--- config.mk ---
export PLATFORM = sky130hd
export DESIGN_NAME = fto_capture
export DESIGN_NICKNAME = d
export VERILOG_FILES = /design/src/verilog/fto_pkg.sv /design/src/verilog/fto_capture.sv /design/src/verilog/fto_phase_encoder.sv
export SDC_FILE = /design/constraint.sdc
export NUM_CORES = 1
export LEC_CHECK = 0
export ABC_AREA = 1
export BUFFER_PORTS_ARGS = -buffer_cell sky130_fd_sc_hd__buf_2
export CORE_ASPECT_RATIO = 0.8
export CORE_MARGIN = 8
export CORE_UTILIZATION = 35
export CTS_BUF_LIST = sky130_fd_sc_hd__clkbuf_8
export CTS_CLUSTER_SIZE = 28
export DETAILED_ROUTE_END_ITERATION = 7
export PLACE_DENSITY = 0.55
export SYNTH_ARGS = -nofsm -noshare
export SYNTH_HDL_FRONTEND = slang
export SYNTH_SLANG_ARGS = --single-unit
--- constraint.sdc ---
create_clock -name clk -period 3.3 [get_ports clk]
set_input_delay 0.495 -clock clk [delete_from_list [all_inputs] [get_ports clk]]
set_output_delay 0.495 -clock clk [all_outputs]
set_load 0.03 [all_outputs]
--- src/verilog/fto_pkg.sv ---
/*
  constants shared by the fine trigger offset capture block: header word
  layout, offset codes, counter widths and clock figures.
  assumes a trigger clock of 100 MHz and a four-phase oversampled input.
*/
package fto_pkg;
  // ==========================================================
  // oversampling
  localparam int PHASES = 4;
  localparam int PHASE_W = 2;
  // ==========================================================
  // clock figures
  localparam int CLK_PERIOD_PS = 10000;
  localparam int SUB_PERIOD_PS = CLK_PERIOD_PS / PHASES;
  // ==========================================================
  // offset codes, quarters of a clock period
  localparam logic [1:0] OFS_ZERO = 2'h0;
  localparam logic [1:0] OFS_ONE_Q = 2'h1;
  localparam logic [1:0] OFS_TWO_Q = 2'h2;
  localparam logic [1:0] OFS_THREE_Q = 2'h3;
  // ==========================================================
  // header layout
  localparam int HDR_WORDS = 8;
  localparam int HDR_IDX_W = 3;
  localparam logic [2:0] HDR_W_TRIGTYPE = 3'h2;
  localparam logic [2:0] HDR_W_TOTAL = 3'h3;
  localparam logic [2:0] HDR_W_ACQ = 3'h4;
  localparam logic [2:0] HDR_W_STAMP_LO = 3'h6;
  localparam logic [2:0] HDR_W_STAMP_HI = 3'h7;
  localparam int OFS_LSB = 16;
  localparam int OFS_MSB = 17;
  localparam int CNT_W = 32;
  localparam int STAMP_W = 64;
endpackage : fto_pkg

--- src/verilog/fto_capture.sv ---
/*
  fine trigger offset capture: accepts triggers, honours the blocker line,
  counts triggers, and emits an eight-word record header for each record.
  assumes the trigger arrives as four phase samples per clock and that the
  record buffer takes one header word per cycle when hdrReady is high.
*/
`timescale 1ns/1ps
module fto_capture
#(
  parameter int CNT_W = fto_pkg::CNT_W
)
(
  // clock and reset
  input wire logic clk,
  input wire logic reset,
  // trigger source
  input wire logic [3:0] trigPhases,
  input wire logic fineEnable,
  // blocker line
  input wire logic blockerPin,
  input wire logic blockerEnable,
  // arming
  input wire logic arm,
  // header sink and status outputs
  input wire logic hdrReady,
  output logic hdrValid,
  output logic [2:0] hdrIndex,
  output logic [31:0] hdrWord,
  output logic armed,
  output logic trigAccepted
);
  typedef enum logic [1:0] {ST_IDLE, ST_ARMED, ST_HEADER} fto_state_e;

  // ==========================================================
  // edge detection
  logic edgeSeen;
  logic [1:0] edgeCode;
  logic lastPhase;
  logic next_lastPhase;

  fto_phase_encoder u_enc
  (
    .phases(trigPhases),
    .lastPhase(lastPhase),
    .edgeSeen(edgeSeen),
    .offsetCode(edgeCode)
  );

  // ==========================================================
  // state
  fto_state_e state;
  fto_state_e next_state;
  logic [1:0] offset;
  logic [1:0] next_offset;
  logic [CNT_W-1:0] totalCnt;
  logic [CNT_W-1:0] next_totalCnt;
  logic [CNT_W-1:0] acqCnt;
  logic [CNT_W-1:0] next_acqCnt;
  logic [63:0] stamp;
  logic [63:0] next_stamp;
  logic [63:0] trigStamp;
  logic [63:0] next_trigStamp;
  logic [2:0] next_hdrIndex;
  logic [31:0] next_hdrWord;
  logic next_hdrValid;
  logic next_armed;
  logic next_trigAccepted;
  logic blockOk;
  logic accept;

  always_comb
  begin
    blockOk = !blockerEnable || blockerPin;
    accept = (state == ST_ARMED) && edgeSeen && blockOk;
    next_lastPhase = trigPhases[3];
    next_stamp = stamp + 64'h1;
    next_state = state;
    next_offset = offset;
    next_totalCnt = totalCnt;
    next_acqCnt = acqCnt;
    next_trigStamp = trigStamp;
    next_hdrIndex = hdrIndex;
    next_hdrValid = hdrValid;
    next_trigAccepted = accept;
    unique case (state)
      ST_IDLE:
      begin
        if (arm)
        begin
          next_state = ST_ARMED;
          next_acqCnt = '0;
        end
      end
      ST_ARMED:
      begin
        if (accept)
        begin
          next_offset = fineEnable ? edgeCode : fto_pkg::OFS_ZERO;
          next_trigStamp = stamp;
          next_totalCnt = totalCnt + {{(CNT_W-1){1'b0}}, 1'b1};
          next_acqCnt = acqCnt + {{(CNT_W-1){1'b0}}, 1'b1};
          next_state = ST_HEADER;
          next_hdrIndex = '0;
          next_hdrValid = 1'b1;
        end
      end
      ST_HEADER:
      begin
        if (hdrReady)
        begin
          if (hdrIndex == 3'(fto_pkg::HDR_WORDS - 1))
          begin
            next_hdrValid = 1'b0;
            next_state = ST_ARMED;
          end
          else
          begin
            next_hdrIndex = hdrIndex + 3'h1;
          end
        end
      end
      default:
      begin
        next_state = ST_IDLE;
      end
    endcase
    next_armed = (next_state != ST_IDLE);
  end

  // ==========================================================
  // header word formatting
  always_comb
  begin
    next_hdrWord = 32'h0;
    unique case (next_hdrIndex)
      fto_pkg::HDR_W_TRIGTYPE:
        next_hdrWord[fto_pkg::OFS_MSB:fto_pkg::OFS_LSB] = next_offset;
      fto_pkg::HDR_W_TOTAL:
        next_hdrWord = 32'(next_totalCnt);
      fto_pkg::HDR_W_ACQ:
        next_hdrWord = 32'(next_acqCnt);
      fto_pkg::HDR_W_STAMP_LO:
        next_hdrWord = next_trigStamp[31:0];
      fto_pkg::HDR_W_STAMP_HI:
        next_hdrWord = next_trigStamp[63:32];
      default:
        next_hdrWord = 32'h0;
    endcase
  end

  always_ff @(posedge clk)
  begin
    if (reset)
    begin
      state <= ST_IDLE;
      lastPhase <= 1'b0;
      offset <= fto_pkg::OFS_ZERO;
      totalCnt <= '0;
      acqCnt <= '0;
      stamp <= 64'h0;
      trigStamp <= 64'h0;
      hdrIndex <= 3'h0;
      hdrWord <= 32'h0;
      hdrValid <= 1'b0;
      armed <= 1'b0;
      trigAccepted <= 1'b0;
    end
    else
    begin
      state <= next_state;
      lastPhase <= next_lastPhase;
      offset <= next_offset;
      totalCnt <= next_totalCnt;
      acqCnt <= next_acqCnt;
      stamp <= next_stamp;
      trigStamp <= next_trigStamp;
      hdrIndex <= next_hdrIndex;
      hdrWord <= next_hdrWord;
      hdrValid <= next_hdrValid;
      armed <= next_armed;
      trigAccepted <= next_trigAccepted;
    end
  end
endmodule : fto_capture

--- src/verilog/fto_phase_encoder.sv ---
/*
  turns four oversampled trigger phases into a first-edge flag and the
  two-bit quarter offset code.
  assumes phase 0 is the earliest sample within one trigger clock cycle.
*/
`timescale 1ns/1ps
module fto_phase_encoder
(
  // oversampled trigger, current and previous cycle
  input wire logic [3:0] phases,
  input wire logic lastPhase,
  // result
  output logic edgeSeen,
  output logic [1:0] offsetCode
);
  // ==========================================================
  // first rising edge among the four phases
  always_comb
  begin
    edgeSeen = 1'b0;
    offsetCode = fto_pkg::OFS_ZERO;
    if (phases[0] && !lastPhase)
    begin
      edgeSeen = 1'b1;
      offsetCode = fto_pkg::OFS_ZERO;
    end
    else if (phases[1] && !phases[0])
    begin
      edgeSeen = 1'b1;
      offsetCode = fto_pkg::OFS_ONE_Q;
    end
    else if (phases[2] && !phases[1])
    begin
      edgeSeen = 1'b1;
      offsetCode = fto_pkg::OFS_TWO_Q;
    end
    else if (phases[3] && !phases[2])
    begin
      edgeSeen = 1'b1;
      offsetCode = fto_pkg::OFS_THREE_Q;
    end
  end
endmodule : fto_phase_encoder

=== Yosys cells after proc, flatten, opt, wreduce, memory -nomap -nowiden ===
Index checks and enable logic that the tools add are counted.

* Flip-flop bits (word level): 235
* Latch bits: 0
* Bits in writable memories: 0
* ROM bits: 0
* Input bits: 11
* Output and inout bits: 38
* Logic and storage cells: 77
* Memories kept: 0

* Add/subtract/negate cells: 4
* Multiply operators: 0
* Divide/modulo/power cells: 0
* Order comparisons: 0
* Eq/ne operators: 11
* Shift operators: 0
* Multiplexer cells: 34
* Bitwise logic cells: 0
* Reductions and logical operators: 16

{| class="wikitable"
|+ Operators with widths
! kind !! number
|-
| 32-bit 2-to-1 mux || 4
|-
| 64-bit 2-to-1 mux || 2
|-
| 32-bit by 1-bit adder with 32-bit output (second input constant) || 2
|-
| 64-bit by 1-bit adder with 64-bit output (second input constant) || 1
|-
| 16-bit one-hot mux with 4 select lines || 1
|-
| 32-bit one-hot mux with 2 select lines || 1
|-
| 14-bit one-hot mux with 4 select lines || 1
|-
| 2-bit 2-to-1 mux || 11
|-
| 3-bit equality test (second input constant) || 4
|-
| 2-bit one-hot mux with 5 select lines || 1
|-
| 3-bit 2-to-1 mux || 3
|-
| 1-bit 2-to-1 mux || 7
|-
| 3-bit by 2-bit equality test with 1-bit output (second input constant) || 2
|-
| 1-bit logical AND || 6
|-
| 2-bit != test (second input constant) || 3
|-
| 2-bit one-hot mux with 3 select lines || 1
|-
| 3-bit one-hot mux with 2 select lines || 1
|-
| 1-bit logical NOT || 5
|-
| 4-bit AND reduction || 1
|-
| 2-bit nonzero test || 2
|-
| 3-bit by 1-bit adder with 3-bit output (second input constant) || 1
|-
| 2-bit by 1-bit equality test with 1-bit output (second input constant) || 1
|-
| 2-bit equality test (second input constant) || 1
|-
| 2-bit logical NOT || 1
|-
| other kinds (2) || 2
|}

=== Logic depth before layout (Yosys ltp) ===
* Depth after elaboration: 12
* Gate-level depth with buffers: 18
* Gate-level depth less buffers: 16

=== Cells and area by module ===
Synthesis repeated with hierarchy kept, for this count alone.

* Cells, all modules: 1984
* Area total of the unflattened synthesis: 12503.2 µm²

{| class="wikitable"
|+ By module, submodules not included
! module !! times used !! cells each !! area each (µm²)
|-
| fto_capture || 1 || 1968 || 12431.9
|-
| fto_phase_encoder || 1 || 16 || 71.3
|}

=== Worst setup path before layout ===
No wires, ideal clock.

* Path type: flip-flop to flip-flop
* From: register hdrIndex[0]
* To: register hdrWord[12]
* Arrival time: 1.977 ns
* Data required time: 3.235 ns
* Slack: 1.258 ns
* Stages on the path, launching flop included: 14
* Path buffers: 1
* Cell sequence: dfxtp_1 > ha_1 > nand2_1 > nand2_1 > nand2_1 > nand4_1 > a21boi_2 > nand2_1 > nor2_4 > buf_4 > nand2_1 > nand2_1 > nor2_1 > nor2_1

* Cells in the longest elaborated chain, start to end: 6
* Elaborated cells between the ends (all ways): 11

{| class="wikitable"
|+ Ends and longest elaborated chain
! item !! line !! RTL
|-
| start, declared || fto_capture.sv:27 || <nowiki>output logic [2:0] hdrIndex,</nowiki>
|-
| start signal, assigned || fto_capture.sv:177 || <nowiki>hdrIndex <= next_hdrIndex;</nowiki>
|-
| 3-bit by 1-bit adder with 3-bit output or 3-bit equality test (tied branches) || fto_capture.sv:118, fto_capture.sv:111 ||
|-
| 3-bit 2-to-1 mux || fto_capture.sv:111 || <nowiki>if (hdrIndex == 3'(fto_pkg::HDR_WORDS - 1))</nowiki>
|-
| 3-bit 2-to-1 mux || fto_capture.sv:109 || <nowiki>if (hdrReady)</nowiki>
|-
| 3-bit one-hot mux with 2 select lines (*) || fto_capture.sv:85 || <nowiki>unique case (state)</nowiki>
|-
| 3-bit equality test or 3-bit by 2-bit equality test with 1-bit output (tied branches) || fto_capture.sv:135 || <nowiki>unique case (next_hdrIndex)</nowiki>
|-
| 16-bit one-hot mux with 4 select lines (*) || fto_capture.sv:135 ||
|-
| end signal, assigned || fto_capture.sv:178 || <nowiki>hdrWord <= next_hdrWord;</nowiki>
|-
| end, declared || fto_capture.sv:28 || <nowiki>output logic [31:0] hdrWord,</nowiki>
|}

Mark *: on every way between the ends. The rest lies on a longest branch, timed or not.
A chain may end at the register's enable or synchronous reset.

=== Worst setup path after layout ===
* From: register state[0]
* To: register hdrWord[4]

* Cells in the longest elaborated chain, start to end: 7
* Elaborated cells between the ends (all ways): 18

{| class="wikitable"
|+ Ends and longest elaborated chain
! item !! line !! RTL
|-
| start, declared || fto_capture.sv:51 || <nowiki>fto_state_e state;</nowiki>
|-
| start signal, assigned || fto_capture.sv:170 || <nowiki>state <= next_state;</nowiki>
|-
| 2-bit by 1-bit equality test with 1-bit output || fto_capture.sv:74, fto_capture.sv:85 ||
|-
| 1-bit logical AND (2 in series) || fto_capture.sv:74 || <nowiki>accept = (state == ST_ARMED) && edgeSeen && blockOk;</nowiki>
|-
| 3-bit 2-to-1 mux || fto_capture.sv:96 || <nowiki>if (accept)</nowiki>
|-
| 3-bit one-hot mux with 2 select lines || fto_capture.sv:85 ||
|-
| 3-bit equality test or 3-bit by 2-bit equality test with 1-bit output (tied branches) || fto_capture.sv:135 ||
|-
| 16-bit one-hot mux with 4 select lines (*) || fto_capture.sv:135 ||
|}

Marked as above.

==> impl_metrics.json <==
{
  "place.gp.congestion": 0.916,
  "ir_drop_mv": 0.254,
  "grt_max_degree": 210,
  "synth_edf_count": 0,
  "async_reset_ff_share_pct": 0,
  "grt_pass1_wl_mm": 66.7,
  "yosys_warnings": 0,
  "arrival_ns": 3.21,
  "drt-initial-drc-count": 1244,
  "yosys.area.top_type_share_pct": 36.7,
  "cp-start-kind": "flip-flop",
  "min_period_over_period_pct": 82.5,
  "synth_top_area_cell": "dfxtp_1",
  "ys_ff_latch": 235,
  "hpwlAfterDp_mm": 31.6,
  "layout_common_cells": "nand2_1 (552), nor2_1 (369), inv_1 (274)",
  "detail_route.first_pass.iterations": 5,
  "outcome": "finished, final reports clean",
  "r2r_end": "hdrWord[4]",
  "period_minus_slack_ns": 2.72,
  "antennaDiodeCount": 0,
  "synth_area_leaders": "dfxtp_1 (37%), nand2_1 (16%), nor2_1 (11%), inv_1 (7.7%), nand3_1 (4.4%)",
  "synthCells": 2054,
  "rrSetupSlack_ns": 0.58,
  "p_sw_share_pct": 28.4,
  "drc_errors": 0,
  "slew-limit-headroom_pct": 29.5,
  "io_buffers": 48,
  "power_density_mw_per_mm2": 456,
  "layout.nets": 2108,
  "switchingPower_uw": 1860,
  "syn_area_mm2": 0.0128,
  "post-route-util_pct": 39.8,
  "max_freq_ghz": 0.367,
  "synth.avg_cell_area_um2": 6.25,
  "antenna_found_initial": 0,
  "num_rows": 62,
  "crit_type": "flip-flop to flip-flop",
  "synth_cell_types": 47,
  "start_util_pct": 35.6,
  "max_slew.worst_pin.slew_ns": 1.06,
  "syn_nets": 2073,
  "die_y_um": 187,
  "regToRegStartpoint": "state[0]",
  "worstPathRequired_ns": 3.79,
  "cp-startpoint": "state[0]",
  "clk_latency_ns": 0.57,
  "cts_root_buf": "clkbuf_8",
  "grt_use_total_pct": 19.1,
  "area_delta_synth_final_pct": 11.8,
  "rsz0062_at_grt": "false",
  "core_mm2": 0.0360,
  "fin_worst_skew_ns": 0.0225,
  "p_clk_share_pct": 42.2,
  "pwr-share-seq_pct": 46.2,
  "die_area_mm2": 0.0431,
  "post-cts-setup-buffers": 0,
  "postRouteAntennaNets": 0,
  "overflow": 0,
  "tns_ns": 0,
  "holdBufCountCts": 0,
  "cts_htree_levels": 2,
  "drt-total-wl_mm": 42.7,
  "reg2reg_depth": 12,
  "num_io_pins": 49,
  "min_path_cells": 3,
  "post_drt_via_cell_ratio": 5.04,
  "synth-main-ff-cell": "dfxtp_1",
  "finalSetupViolCount": 0,
  "combinationalPowerShare_pct": 11.6,
  "worst_setup_path_end_kind": "flip-flop",
  "cts_resized": 0,
  "cellLeakagePower_uw": 0.00576,
  "numCtsBuffers": 41,
  "grt_pass1_vias": 12000,
  "cts_buffer_depth": 3,
  "hold_viol": 0,
  "cts_sinks": 235,
  "cts_tree": "yes",
  "die_w_um": 230,
  "finalMaxSlewViolations": 0,
  "dr_total_vias": 13100,
  "intPower_uw": 4690,
  "max_cap_violations": 0,
  "seq_area_frac_synth_pct": 36.7,
  "wl_per_cell_um": 16.5,
  "drive_above_1_share_pct": 8.08,
  "cp-endpoint": "hdrWord[4]",
  "layout_commonest_cell": "nand2_1",
  "path_max_fanout": 25,
  "path_clk_slew_ns": 0.06,
  "hold_path_class": "input pin to flip-flop"
}
power groups by stage:
stage	clock, µW	combinational, µW	sequential, µW
6_report	2760	757	3030
5_1_grt	2970	852	3040
4_1_cts	2840	758	3020
3_5_place_dp	0	754	3090
3_3_place_gp	0	745	3080
2_1_floorplan	0	547	3070
worst min path at each step:
stage	from	endpoint	slack, ns
2_1_floorplan	stamp[0]	stamp[0]	0.43
3_3_place_gp	stamp[0]	stamp[0]	0.45
3_5_place_dp	stamp[0]	stamp[0]	0.45
4_1_cts	trigPhases[3]	lastPhase	0.11
5_1_grt	trigPhases[3]	lastPhase	0.15
6_report	trigPhases[3]	lastPhase	0.15
routing by layer:
| metal | track usage [%] | vias up | share of wire [%] |
|---|---|---|---|
| met3 | 4.11 | 83 | 8.7 |
| met1 | 29.0 | 5963 | 50 |
| li1 | - | 6566 | - |
| met5 | 0 | - | 0 |
| met4 | 4.84 | 0 | 2.3 |
| met2 | 26.6 | 485 | 39 |
Yosys cell counts (2+ instances only):
master    number
and3_1         2
o21bai_1       5
inv_2          5
buf_2         16
o21ai_0      111
dfxtp_1      235
nand3b_1      18
o21a_1         9
nor2_2         7
o31ai_1        2
nand3_1      113
inv_1        262
o21ai_1        4
nor3_1        57
nor4_1         9
nand2_1      552
ha_1           8
or2_2         10
mux2i_1        3
nand3_2        2
nand2_4        3
buf_1          7
nand2_2        8
xor2_1        19
xnor2_1        5
a21oi_1       88
nor2_1       369
buf_4         13
clkbuf_1      35
nand4_1       53
a31oi_1        3
nor2_4         6
flip-flops by register name, indices dropped and copies added, names as in the netlist:
signal / cells
acqCnt: 32
armed: 1
hdrIndex: 3
hdrValid: 1
hdrWord: 32
lastPhase: 1
offset: 2
stamp: 64
state: 2
totalCnt: 32
trigAccepted: 1
trigStamp: 64
cell type report:
cell class / count / area [µm²]
Inverter: 267 / 1000
Fill cell: 3978 / 21700
Tap cell: 480 / 601
Clock inverter: 15 / 63.8
Clock buffer: 56 / 771
Sequential cell: 235 / 4700
Timing Repair Buffer: 64 / 417
Multi-Input combinational cell: 1480 / 6780
per-stage QoR:
step / instance area [µm²] / setup WS [ns] / cells / hold WS (ns) / total power (µW)
6_report: 14300 / 0.578 / 2597 / 0.148 / 6540
2_1_floorplan: 12800 / 1.26 / 2054 / 0.430 / 3620
3_3_place_gp: 13500 / 0.644 / 2526 / 0.447 / 3830
4_1_cts: 14300 / 0.575 / 2597 / 0.114 / 6620
5_1_grt: 14300 / 0.325 / 2597 / 0.148 / 6860
3_5_place_dp: 13500 / 0.609 / 2526 / 0.454 / 3840
cell families (layout without fill, tap and decap cells):
| family | count (synthesis) | in the layout | share of synthesized area, % |
|---|---|---|---|
| compound gates | 233 | 233 | 9.87 |
| xor+xnor | 24 | 24 | 1.64 |
| fa+ha+maj | 8 | 8 | 0.780 |
| buf+inv | 339 | 402 | 10.5 |
| flops | 235 | 235 | 36.7 |
| mux | 3 | 3 | 0.234 |
| simple gates | 1212 | 1212 | 40.3 |
critical path: stages (launching register included):
cell     delay, ns
dfxtp_1       0.38
inv_1         0.09
ha_1          0.36
nand2_1       0.09
a21oi_1       0.16
o21ai_0       0.19
nand2_4       0.18
nand2_2       0.08
nor2_4        0.57
nand2_1       0.16
o21ai_0       0.20
nor2_1        0.09
nor2_1        0.09
Note: power is estimated with default switching activity, not from simulation.
